[config.mk]
export PLATFORM = sky130hd
export DESIGN_NAME = gpio_port_with_retention
export DESIGN_NICKNAME = d
export VERILOG_FILES = /design/src/design/gpio_port_pkg.sv /design/src/design/gpio_pin_cell.sv /design/src/design/gpio_port_with_retention.sv
export SDC_FILE = /design/constraint.sdc
export NUM_CORES = 1
export LEC_CHECK = 0
export ABC_CLOCK_PERIOD_IN_PS = 9900
export BUFFER_PORTS_ARGS = -buffer_cell sky130_fd_sc_hd__buf_4
export CORE_MARGIN = 2
export CORE_UTILIZATION = 55
export CTS_BUF_LIST = sky130_fd_sc_hd__clkbuf_4 sky130_fd_sc_hd__clkbuf_8
export CTS_CLUSTER_SIZE = 40
export DETAILED_ROUTE_END_ITERATION = 7
export PLACE_DENSITY = 0.81
export RECOVER_POWER = 50
export SLEW_MARGIN = 20
export SYNTH_ARGS = -nofsm -noshare
export SYNTH_HDL_FRONTEND = slang
export SYNTH_HIERARCHICAL = 1
export SYNTH_SLANG_ARGS = --single-unit
export TNS_END_PERCENT = 50
[constraint.sdc]
create_clock -name core_clk -period 9.9 [get_ports core_clk]
set_input_delay 0.99 -clock core_clk [delete_from_list [all_inputs] [get_ports core_clk]]
set_output_delay 0.99 -clock core_clk [all_outputs]
set_load 0.005 [all_outputs]
[src/design/gpio_port_pkg.sv]
// Constants and types shared by the retaining GPIO port design.
package gpio_port_pkg;

   // ==========================================================
   // Sizes
   localparam int NUM_PINS = 19;
   localparam int DM_W = 3;
   localparam int SEL_W = 2;
   localparam int DM_PER_REG = 10;
   localparam int SEL_PER_REG = 16;
   localparam int FIX_W = 2;
   localparam int ST_W = 2;

   // ==========================================================
   // Drive mode encoding
   localparam logic [2:0] DM_DISABLED = 3'h0;
   localparam logic [2:0] DM_INPUT_ONLY = 3'h1;
   localparam logic [2:0] DM_WEAK_UP_STRONG_DN = 3'h2;
   localparam logic [2:0] DM_STRONG_UP_WEAK_DN = 3'h3;
   localparam logic [2:0] DM_OPEN_DRAIN_LOW = 3'h4;
   localparam logic [2:0] DM_OPEN_DRAIN_HIGH = 3'h5;
   localparam logic [2:0] DM_STRONG_BOTH = 3'h6;
   localparam logic [2:0] DM_WEAK_BOTH = 3'h7;

   // ==========================================================
   // Edge select and matrix source codes
   localparam logic [1:0] EDGE_OFF = 2'h0;
   localparam logic [1:0] EDGE_RISE = 2'h1;
   localparam logic [1:0] EDGE_FALL = 2'h2;
   localparam logic [1:0] EDGE_BOTH = 2'h3;
   localparam logic [1:0] MX_DATA = 2'h0;
   localparam logic [1:0] MX_PERIPH_A = 2'h1;
   localparam logic [1:0] MX_PERIPH_B = 2'h2;
   localparam logic [1:0] MX_PERIPH_C = 2'h3;

   // ==========================================================
   // Register byte offsets
   localparam logic [7:0] OFF_DATA_OUT = 8'h00;
   localparam logic [7:0] OFF_PIN_STATE = 8'h04;
   localparam logic [7:0] OFF_DRIVE_LO = 8'h08;
   localparam logic [7:0] OFF_DRIVE_HI = 8'h0c;
   localparam logic [7:0] OFF_IN_DIS = 8'h10;
   localparam logic [7:0] OFF_OUT_DIS = 8'h14;
   localparam logic [7:0] OFF_LVTTL = 8'h18;
   localparam logic [7:0] OFF_SLOW_SLEW = 8'h1c;
   localparam logic [7:0] OFF_EDGE_LO = 8'h20;
   localparam logic [7:0] OFF_EDGE_HI = 8'h24;
   localparam logic [7:0] OFF_MATRIX_LO = 8'h28;
   localparam logic [7:0] OFF_MATRIX_HI = 8'h2c;
   localparam logic [7:0] OFF_PIN_FLAG = 8'h30;
   localparam logic [7:0] OFF_IRQ_STATUS = 8'h34;
   localparam logic [7:0] OFF_IRQ_MASK = 8'h38;
   localparam logic [7:0] OFF_HOLD = 8'h3c;

   // ==========================================================
   // Field positions and reset values
   localparam int ST_PIN_EDGE = 0;
   localparam int ST_WAKE = 1;
   localparam int HOLD_EN_BIT = 0;
   localparam int HOLD_RETAIN_BIT = 1;
   localparam logic [ST_W-1:0] RST_IRQ_MASK = 2'h0;
   localparam logic RST_HOLD_EN = 1'b0;

   // ==========================================================
   // Carriers
   typedef struct packed {
      logic [2:0] mode;
      logic in_dis;
      logic out_dis;
      logic lvttl;
      logic slow;
   } pin_cfg_t;

   typedef struct packed {
      logic out;
      logic oe;
      logic pull_up;
      logic pull_dn;
      logic in_en;
      logic lvttl;
      logic slow;
   } pad_ctrl_t;

endpackage

[src/design/gpio_pin_cell.sv]
// One pin: drive mode decode, frozen pad controls, input sync, edge detect.
`timescale 1ns/10ps
module gpio_pin_cell
   import gpio_port_pkg::*;
(
   input wire logic core_clk,
   input wire logic rst,
   input wire pin_cfg_t cfg,
   input wire logic drive_val,
   input wire logic freeze,
   input wire logic [1:0] edge_sel,
   input wire logic pin_in,
   output pad_ctrl_t pad,
   output logic level,
   output logic edge_evt
);

   pad_ctrl_t pad_next;
   logic sync1_reg;
   logic sync2_reg;
   logic prev_reg;

   // ==========================================================
   // Drive mode decode
   always_comb begin
      pad_next = '0;
      pad_next.out = drive_val;
      pad_next.lvttl = cfg.lvttl;
      pad_next.slow = cfg.slow;
      pad_next.in_en = (cfg.mode != DM_DISABLED) && !cfg.in_dis;
      // eight drive modes
      // A weak pull is released while the strong driver opposes it, so no
      // current flows through the resistor into the driver.
      case (cfg.mode)
         DM_WEAK_UP_STRONG_DN: begin
            pad_next.oe = !drive_val;
            pad_next.pull_up = drive_val;
         end
         DM_STRONG_UP_WEAK_DN: begin
            pad_next.oe = drive_val;
            pad_next.pull_dn = !drive_val;
         end
         DM_OPEN_DRAIN_LOW: pad_next.oe = !drive_val;
         DM_OPEN_DRAIN_HIGH: pad_next.oe = drive_val;
         DM_STRONG_BOTH: pad_next.oe = 1'b1;
         DM_WEAK_BOTH: begin
            pad_next.pull_up = drive_val;
            pad_next.pull_dn = !drive_val;
         end
         default: pad_next.oe = 1'b0;
      endcase
      if (cfg.out_dis) begin
         pad_next.oe = 1'b0;
      end
   end

   // ==========================================================
   // Pad control flops
   // reset disables pad
   always_ff @(posedge core_clk or posedge rst) begin
      if (rst) begin
         pad <= '0;
      end else if (!freeze) begin
         pad <= pad_next;
      end
   end

   // ==========================================================
   // Input synchroniser and edge detect
   always_ff @(posedge core_clk or posedge rst) begin
      if (rst) begin
         sync1_reg <= 1'b0;
         sync2_reg <= 1'b0;
         level <= 1'b0;
         prev_reg <= 1'b0;
      end else begin
         sync1_reg <= pin_in;
         sync2_reg <= sync1_reg;
         level <= sync2_reg & pad.in_en;
         prev_reg <= level;
      end
   end

   always_ff @(posedge core_clk or posedge rst) begin
      if (rst) begin
         edge_evt <= 1'b0;
      end else begin
         edge_evt <= (edge_sel[0] & level & ~prev_reg)
            | (edge_sel[1] & ~level & prev_reg);
      end
   end

endmodule // gpio_pin_cell

[src/design/gpio_port_with_retention.sv]
// Retaining GPIO port: APB registers, pin matrix, hold and interrupts.
//
// Register access over APB and the register addresses were decided locally.
`timescale 1ns/10ps
module gpio_port_with_retention
   import gpio_port_pkg::*;
#(
   parameter int N = NUM_PINS
) (
   input wire logic core_clk,
   input wire logic rst,
   input wire logic [7:0] paddr,
   input wire logic psel,
   input wire logic penable,
   input wire logic pwrite,
   input wire logic [31:0] pwdata,
   output logic [31:0] prdata,
   output logic pready,
   output logic pslverr,
   input wire logic deep_sleep,
   input wire logic [N-1:0] periph_a,
   input wire logic [N-1:0] periph_b,
   input wire logic [N-1:0] periph_c,
   input wire logic [N-1:0] pin_in,
   output logic [N-1:0] pin_out,
   output logic [N-1:0] pin_oe,
   output logic [N-1:0] pin_pull_up,
   output logic [N-1:0] pin_pull_dn,
   output logic [N-1:0] pin_in_en,
   output logic [N-1:0] pin_lvttl,
   output logic [N-1:0] pin_slow_slew,
   output logic [N-1:0] pin_level,
   input wire logic [FIX_W-1:0] fixed_fn_in,
   output logic [FIX_W-1:0] fixed_fn_out,
   output logic port_irq,
   output logic irq
);

   // ==========================================================
   // Elaboration checks
   // The register split holds ten drive fields and sixteen edge and
   // matrix fields in the low word, so the pin count is bounded both ways.
   if (N <= SEL_PER_REG || N > 2 * DM_PER_REG) begin : g_bad_n
      $error("pin count out of range for register layout");
   end

   // ==========================================================
   // Declarations
   logic [N-1:0] data_out_reg, in_dis_reg, out_dis_reg, lvttl_reg, slow_reg;
   logic [N-1:0] flag_reg, flag_next, level, edge_evt, drive_val;
   logic [DM_W*N-1:0] mode_reg;
   logic [SEL_W*N-1:0] edge_reg, mx_reg;
   logic [ST_W-1:0] status_reg, status_next, status_evt, mask_reg;
   logic hold_en_reg, retain_reg, sleep_prev_reg, addr_hit, setup;
   logic acc_done, wr_acc, rd_acc, cfg_write, freeze;
   logic [31:0] rd_val;

   // ==========================================================
   // APB slave
   assign setup = psel & ~penable;
   assign acc_done = psel & penable & pready;
   assign wr_acc = acc_done & pwrite & ~pslverr;
   assign rd_acc = acc_done & ~pwrite & ~pslverr;

   // Read data and the error flag are formed in the setup cycle so that
   // every output leaves a flop; each access thus takes exactly one wait-free
   // access cycle.
   always_ff @(posedge core_clk or posedge rst) begin
      if (rst) begin
         pready <= 1'b0;
         prdata <= 32'h0000_0000;
         pslverr <= 1'b0;
      end else begin
         pready <= setup;
         pslverr <= setup & ~addr_hit;
         if (setup && !pwrite && addr_hit) begin
            prdata <= rd_val;
         end else if (setup) begin
            prdata <= 32'h0000_0000;
         end
      end
   end

   // ==========================================================
   // Read multiplexer
   always_comb begin
      rd_val = 32'h0000_0000;
      addr_hit = 1'b1;
      case (paddr)
         OFF_DATA_OUT: rd_val[N-1:0] = data_out_reg;
         OFF_PIN_STATE: rd_val[N-1:0] = level;
         OFF_DRIVE_LO: rd_val[DM_W*DM_PER_REG-1:0] =
            mode_reg[DM_W*DM_PER_REG-1:0];
         OFF_DRIVE_HI: rd_val[DM_W*(N-DM_PER_REG)-1:0] =
            mode_reg[DM_W*N-1:DM_W*DM_PER_REG];
         OFF_IN_DIS: rd_val[N-1:0] = in_dis_reg;
         OFF_OUT_DIS: rd_val[N-1:0] = out_dis_reg;
         OFF_LVTTL: rd_val[N-1:0] = lvttl_reg;
         OFF_SLOW_SLEW: rd_val[N-1:0] = slow_reg;
         OFF_EDGE_LO: rd_val = edge_reg[SEL_W*SEL_PER_REG-1:0];
         OFF_EDGE_HI: rd_val[SEL_W*(N-SEL_PER_REG)-1:0] =
            edge_reg[SEL_W*N-1:SEL_W*SEL_PER_REG];
         OFF_MATRIX_LO: rd_val = mx_reg[SEL_W*SEL_PER_REG-1:0];
         OFF_MATRIX_HI: rd_val[SEL_W*(N-SEL_PER_REG)-1:0] =
            mx_reg[SEL_W*N-1:SEL_W*SEL_PER_REG];
         OFF_PIN_FLAG: rd_val[N-1:0] = flag_reg;
         OFF_IRQ_STATUS: rd_val[ST_W-1:0] = status_reg;
         OFF_IRQ_MASK: rd_val[ST_W-1:0] = mask_reg;
         OFF_HOLD: begin
            rd_val[HOLD_EN_BIT] = hold_en_reg;
            rd_val[HOLD_RETAIN_BIT] = retain_reg;
         end
         default: addr_hit = 1'b0;
      endcase
   end

   // ==========================================================
   // Data output register
   // data output
   always_ff @(posedge core_clk or posedge rst) begin
      if (rst) begin
         data_out_reg <= '0;
      end else if (wr_acc && paddr == OFF_DATA_OUT) begin
         data_out_reg <= pwdata[N-1:0];
      end
   end

   // ==========================================================
   // Pin configuration registers
   // reset to disabled
   always_ff @(posedge core_clk or posedge rst) begin
      if (rst) begin
         mode_reg <= {N{DM_DISABLED}};
      end else if (wr_acc && paddr == OFF_DRIVE_LO) begin
         for (int i = 0; i < DM_PER_REG; i++) begin
            mode_reg[DM_W*i +: DM_W] <= pwdata[DM_W*i +: DM_W];
         end
      end else if (wr_acc && paddr == OFF_DRIVE_HI) begin
         for (int i = DM_PER_REG; i < N; i++) begin
            mode_reg[DM_W*i +: DM_W] <=
               pwdata[DM_W*(i-DM_PER_REG) +: DM_W];
         end
      end
   end

   always_ff @(posedge core_clk or posedge rst) begin
      if (rst) begin
         in_dis_reg <= '0;
         out_dis_reg <= '0;
      end else if (wr_acc && paddr == OFF_IN_DIS) begin
         in_dis_reg <= pwdata[N-1:0];
      end else if (wr_acc && paddr == OFF_OUT_DIS) begin
         out_dis_reg <= pwdata[N-1:0];
      end
   end

   always_ff @(posedge core_clk or posedge rst) begin
      if (rst) begin
         lvttl_reg <= '0;
         slow_reg <= '0;
      end else if (wr_acc && paddr == OFF_LVTTL) begin
         lvttl_reg <= pwdata[N-1:0];
      end else if (wr_acc && paddr == OFF_SLOW_SLEW) begin
         slow_reg <= pwdata[N-1:0];
      end
   end

   always_ff @(posedge core_clk or posedge rst) begin
      if (rst) begin
         edge_reg <= '0;
      end else if (wr_acc && paddr == OFF_EDGE_LO) begin
         edge_reg[SEL_W*SEL_PER_REG-1:0] <= pwdata;
      end else if (wr_acc && paddr == OFF_EDGE_HI) begin
         edge_reg[SEL_W*N-1:SEL_W*SEL_PER_REG] <=
            pwdata[SEL_W*(N-SEL_PER_REG)-1:0];
      end
   end

   always_ff @(posedge core_clk or posedge rst) begin
      if (rst) begin
         mx_reg <= '0;
      end else if (wr_acc && paddr == OFF_MATRIX_LO) begin
         mx_reg[SEL_W*SEL_PER_REG-1:0] <= pwdata;
      end else if (wr_acc && paddr == OFF_MATRIX_HI) begin
         mx_reg[SEL_W*N-1:SEL_W*SEL_PER_REG] <=
            pwdata[SEL_W*(N-SEL_PER_REG)-1:0];
      end
   end

   // ==========================================================
   // Hold and retention
   // A write to any pin-facing register counts as software taking the
   // pins back; flag, status, mask, hold and edge-select writes do not.
   always_comb begin
      cfg_write = 1'b0;
      if (wr_acc) begin
         case (paddr)
            OFF_DATA_OUT, OFF_DRIVE_LO, OFF_DRIVE_HI, OFF_IN_DIS,
            OFF_OUT_DIS, OFF_LVTTL, OFF_SLOW_SLEW, OFF_MATRIX_LO,
            OFF_MATRIX_HI: cfg_write = 1'b1;
            default: cfg_write = 1'b0;
         endcase
      end
   end

   always_ff @(posedge core_clk or posedge rst) begin
      if (rst) begin
         hold_en_reg <= RST_HOLD_EN;
      end else if (wr_acc && paddr == OFF_HOLD) begin
         hold_en_reg <= pwdata[HOLD_EN_BIT];
      end
   end

   always_ff @(posedge core_clk or posedge rst) begin
      if (rst) begin
         retain_reg <= 1'b0;
      end else if (hold_en_reg && deep_sleep) begin
         retain_reg <= 1'b1;
      end else if (cfg_write) begin
         retain_reg <= 1'b0;
      end
   end

   assign freeze = (hold_en_reg & deep_sleep) | retain_reg;

   // ==========================================================
   // Pin cells
   for (genvar g = 0; g < N; g++) begin : g_pin
      pin_cfg_t cfg;
      pad_ctrl_t pad;
      assign cfg = {mode_reg[DM_W*g +: DM_W], in_dis_reg[g], out_dis_reg[g],
         lvttl_reg[g], slow_reg[g]};
      always_comb begin
         case (mx_reg[SEL_W*g +: SEL_W])
            MX_PERIPH_A: drive_val[g] = periph_a[g];
            MX_PERIPH_B: drive_val[g] = periph_b[g];
            MX_PERIPH_C: drive_val[g] = periph_c[g];
            default: drive_val[g] = data_out_reg[g];
         endcase
      end

      gpio_pin_cell u_cell (
         .core_clk(core_clk),
         .rst(rst),
         .cfg(cfg),
         .drive_val(drive_val[g]),
         .freeze(freeze),
         .edge_sel(edge_reg[SEL_W*g +: SEL_W]),
         .pin_in(pin_in[g]),
         .pad(pad),
         .level(level[g]),
         .edge_evt(edge_evt[g])
      );
      assign {pin_out[g], pin_oe[g], pin_pull_up[g], pin_pull_dn[g],
         pin_in_en[g], pin_lvttl[g], pin_slow_slew[g]} = pad;
   end
   assign pin_level = level;

   // ==========================================================
   // Fixed-function pins
   // bypasses matrix
   always_ff @(posedge core_clk or posedge rst) begin
      if (rst) begin
         fixed_fn_out <= '0;
      end else begin
         fixed_fn_out <= fixed_fn_in;
      end
   end

   // ==========================================================
   // Pin flags and port request
   // sticky flag, set wins
   always_comb begin
      flag_next = flag_reg;
      if (wr_acc && paddr == OFF_PIN_FLAG) begin
         flag_next = flag_reg & ~pwdata[N-1:0];
      end
      flag_next = flag_next | edge_evt;
   end

   always_ff @(posedge core_clk or posedge rst) begin
      if (rst) begin
         flag_reg <= '0;
      end else begin
         flag_reg <= flag_next;
      end
   end

   always_ff @(posedge core_clk or posedge rst) begin
      if (rst) begin
         port_irq <= 1'b0;
      end else begin
         port_irq <= |flag_next;
      end
   end

   // ==========================================================
   // Interrupt status, mask and line
   always_ff @(posedge core_clk or posedge rst) begin
      if (rst) begin
         sleep_prev_reg <= 1'b0;
      end else begin
         sleep_prev_reg <= deep_sleep;
      end
   end

   always_comb begin
      status_evt = '0;
      status_evt[ST_PIN_EDGE] = |edge_evt;
      status_evt[ST_WAKE] = sleep_prev_reg & ~deep_sleep;
   end

   // Only the bits returned by this read are cleared; a bit that rose
   // after the data was captured survives to the next read.
   always_comb begin
      status_next = status_reg;
      if (rd_acc && paddr == OFF_IRQ_STATUS) begin
         status_next = status_reg & ~prdata[ST_W-1:0];
      end
      status_next = status_next | status_evt;
   end

   always_ff @(posedge core_clk or posedge rst) begin
      if (rst) begin
         status_reg <= '0;
      end else begin
         status_reg <= status_next;
      end
   end

   always_ff @(posedge core_clk or posedge rst) begin
      if (rst) begin
         mask_reg <= RST_IRQ_MASK;
      end else if (wr_acc && paddr == OFF_IRQ_MASK) begin
         mask_reg <= pwdata[ST_W-1:0];
      end
   end

   always_ff @(posedge core_clk or posedge rst) begin
      if (rst) begin
         irq <= 1'b0;
      end else begin
         irq <= |(status_next & mask_reg);
      end
   end

endmodule // gpio_port_with_retention

==> results.yml <==
outcome:
  outcome: "complete, but fails checks"
  violations: "max-capacitance violations, max-slew violations"
yosys:
  synth_top_area_share_pct: 57.3
  syn_nets: 1879
  ys_warn_count: 6
  synth_area_um2: 22700
  ys_seq_area_share_pct: 57.3
  synth_cell_types: 68
  synth.top_cells.by_area: "dfrtp_1 (57%), mux2_2 (15%), mux4_2 (2.8%), nand2_1 (2.6%), nand3b_1 (1.9%)"
  async_flop_share_pct: 100
  synth_ff_type: "dfrtp_1"
  synth_top_area_cell: "dfrtp_1"
  syn_avg_cell_area_um2: 12.9
  syn_inst: 1755
  synth_edf_count: 0
  ys_seq_elements: 520
layout:
  fin_cells: 2665
  final_net_count: 2199
  largest_reg_flops: 133
  mostFrequentLayoutCell: "dfrtp_1"
  final_cell_mix: "dfrtp_1 (520), mux2_2 (304), buf_4 (256)"
  finalInstanceArea_um2: 27200
  fillers: 3091
  drive_above_1_share_pct: 39.7
  post-route-util_pct: 66.6
  syn_to_final_growth_pct: 19.7
die:
  core_area_um2: 40800
  die_w_um: 207
  die_y_um: 207
  ios: 314
  dieArea_um2: 43000
  rows: 74
  start_util_pct: 55.6
worst_setup_path:
  critPathSlowestCell: "clkbuf_1"
  cp-start-kind: "input port"
  cp_num_buf_inv: 2
  required_ps: 10230
  cp_common_cell: "clkbuf_1"
  end_kind: "register"
  arrival_ps: 5430
  cp_top_family: "buffers and inverters"
  crit_path_max_incr_delay_ps: 2900
  criticalPathCategory: "input port to register"
  cp_max_fo: 99
  worstPathCellList: "clkbuf_1, a21o_1, clkbuf_1, o21ai_0"
routing:
  postRouteWirelength_um: 76200
  vias_per_cell: 6.46
  ant_nets: 0
  drcViolationCount: 0
  wire_per_inst_um: 28.6
  dr.pass1.iters: 6
  vias: 17200
  drt-initial-drc-count: 1771
timing:
  finalCritPeriodShare_pct: 51.5
  tns_ps: 0
  finalHoldViolations: 0
  min_period_ps: 5100
  rsz0062_at_grt: "false"
  skew_ps: 32.3
  fmax_mhz: 196
  worst_pin_slew_ps: 4090
  setup-violations-final: 0
  drv_slew: 250
  finalWorstSetupSlack_ps: 4800
  timing.max_slew.rel_slack_pct: -173
place:
  place_area_um2: 25600
  io_buffers: 313
  place_inst: 2520
  gp_congestion: 0.963
  dp_hpwl_um: 52500
  dp_slack_ps: 5290
grt:
  grtUsageTotal_pct: 35.5
  grt_overflow_total: 0
  grt_pass1_vias: 17700
  antenna_found_initial: 0
  grt_max_degree: 138
  grt_pass1_wl_um: 114000
clock_network:
  numCtsBuffers: 85
  cts_setup_buffers: 0
  cts.path.max_buffers: 3
  clock_sinks: 520
  root_buffer: "clkbuf_8"
  cts_tree: "built"
  clkTransAtPathRegs_ps: 70
  cts_hold_buf: 0
  clk_latency_ps: 680
  cts_htree_levels: 3
  cts_resized: 0
run:
  cap_violations: 4
power_and_ir_drop:
  p_leak_nw: 13.4
  cellPowerDensity_nw_per_um2: 160
  max-vdd-ir-drop_uv: 95.2
hold_path:
  hold_path_class: "register to register"
path summary, 6_finish.rpt:
check / start / endpoint / slack, ps / cells after the start
min in group asynchronous: rst / g_pin[12].u_cell/prev_reg / 1290 / 2
hold / removal: g_pin[7].u_cell/sync1_reg / g_pin[7].u_cell/sync2_reg / 340 / 0
setup reg to reg: hold_en_reg / g_pin[4].u_cell/pad[4] / 4990 / 3
max in group asynchronous: rst / mx_reg[4] / 6710 / 3
setup / recovery: deep_sleep / g_pin[4].u_cell/pad[4] / 4800 / 4
hold reg to reg: g_pin[7].u_cell/sync1_reg / g_pin[7].u_cell/sync2_reg / 340 / 0
final cells by class:
class / instances / area, um^2 / share of cell area [%]
diodes: 1 / 2.50 / 0.00920
clock buffers: 123 / 1560 / 5.74
clock inverters: 21 / 206 / 0.759
inverters: 25 / 101 / 0.373
multi-input cells: 1104 / 9140 / 33.6
flip-flops and latches: 520 / 13000 / 47.8
well taps: 532 / 666 / 2.45
repair buffers: 339 / 2510 / 9.23
kinds of logic (layout without fill, tap and decap cells):
| family | Yosys count | in the layout | share of synthesized area [%] |
|---|---|---|---|
| flip-flops | 520 | 520 | 57.3 |
| other | 0 | 1 | 0 |
| multiplexers | 363 | 363 | 19.2 |
| buffers and inverters | 131 | 508 | 2.35 |
| AO/OA/AOI/OAI | 279 | 279 | 9.82 |
| AND/OR/NAND/NOR | 424 | 424 | 9.88 |
| XOR/XNOR | 38 | 38 | 1.46 |
power by group:
group | total [mW] | leakage, nW | internal [mW] | switching [mW]
combinational | 0.211 | 5.31 | 0.0661 | 0.144
sequential | 2.15 | 7.13 | 2.14 | 0.0111
clock | 1.98 | 0.945 | 1.09 | 0.883
worst register-to-register path: stages, from the launching register on:
cell and delay, ps:
dfrtp_1 380, a21o_1 640, clkbuf_1 2910, o21ai_0 650
synthesized netlist by cell type, types with 4 or more instances:
| master | instances |
|---|---|
| a21boi_2 | 19 |
| o31ai_1 | 21 |
| a41oi_1 | 5 |
| and4b_1 | 5 |
| inv_1 | 25 |
| nor2b_1 | 4 |
| nor4_1 | 8 |
| a32o_1 | 4 |
| o21ai_0 | 72 |
| nor3_1 | 25 |
| buf_2 | 33 |
| o41ai_1 | 8 |
| o41ai_2 | 19 |
| a22oi_1 | 30 |
| mux2_2 | 304 |
| xnor2_1 | 19 |
| and2_1 | 22 |
| or4_1 | 8 |
| nor2_1 | 47 |
| a21oi_1 | 10 |
| dfrtp_1 | 520 |
| buf_1 | 21 |
| a21o_1 | 9 |
| o22ai_1 | 6 |
| nand2b_1 | 10 |
| o2bb2ai_1 | 9 |
| clkbuf_1 | 52 |
| a221oi_1 | 25 |
| a22o_1 | 8 |
| nand2_1 | 158 |
| nor3b_1 | 4 |
| nor4bb_1 | 6 |
| or3_1 | 5 |
| mux2i_1 | 29 |
| a211oi_1 | 5 |
| mux4_2 | 28 |
| xor2_1 | 19 |
| nand3_1 | 46 |
| nand3b_1 | 57 |
| o32ai_1 | 4 |
metal layers:
metal | track usage, % | vias to the layer above | routed length (um)
li1 | - | 7096 | -
met1 | 48.5 | 8886 | 30400
met2 | 54.3 | 1008 | 35100
met3 | 7.82 | 225 | 6910
met4 | 17.5 | 0 | 3890
met5 | 0 | - | 0
metrics by stage:
stage          hold slack [ps]  total power [mW]
6_report                   344              4.34
3_5_place_dp               335              2.40
2_1_floorplan              331              2.29
5_1_grt                    349              4.47
3_3_place_gp               332              2.40
4_1_cts                    347              4.36
(Power assumes the default switching activity.)
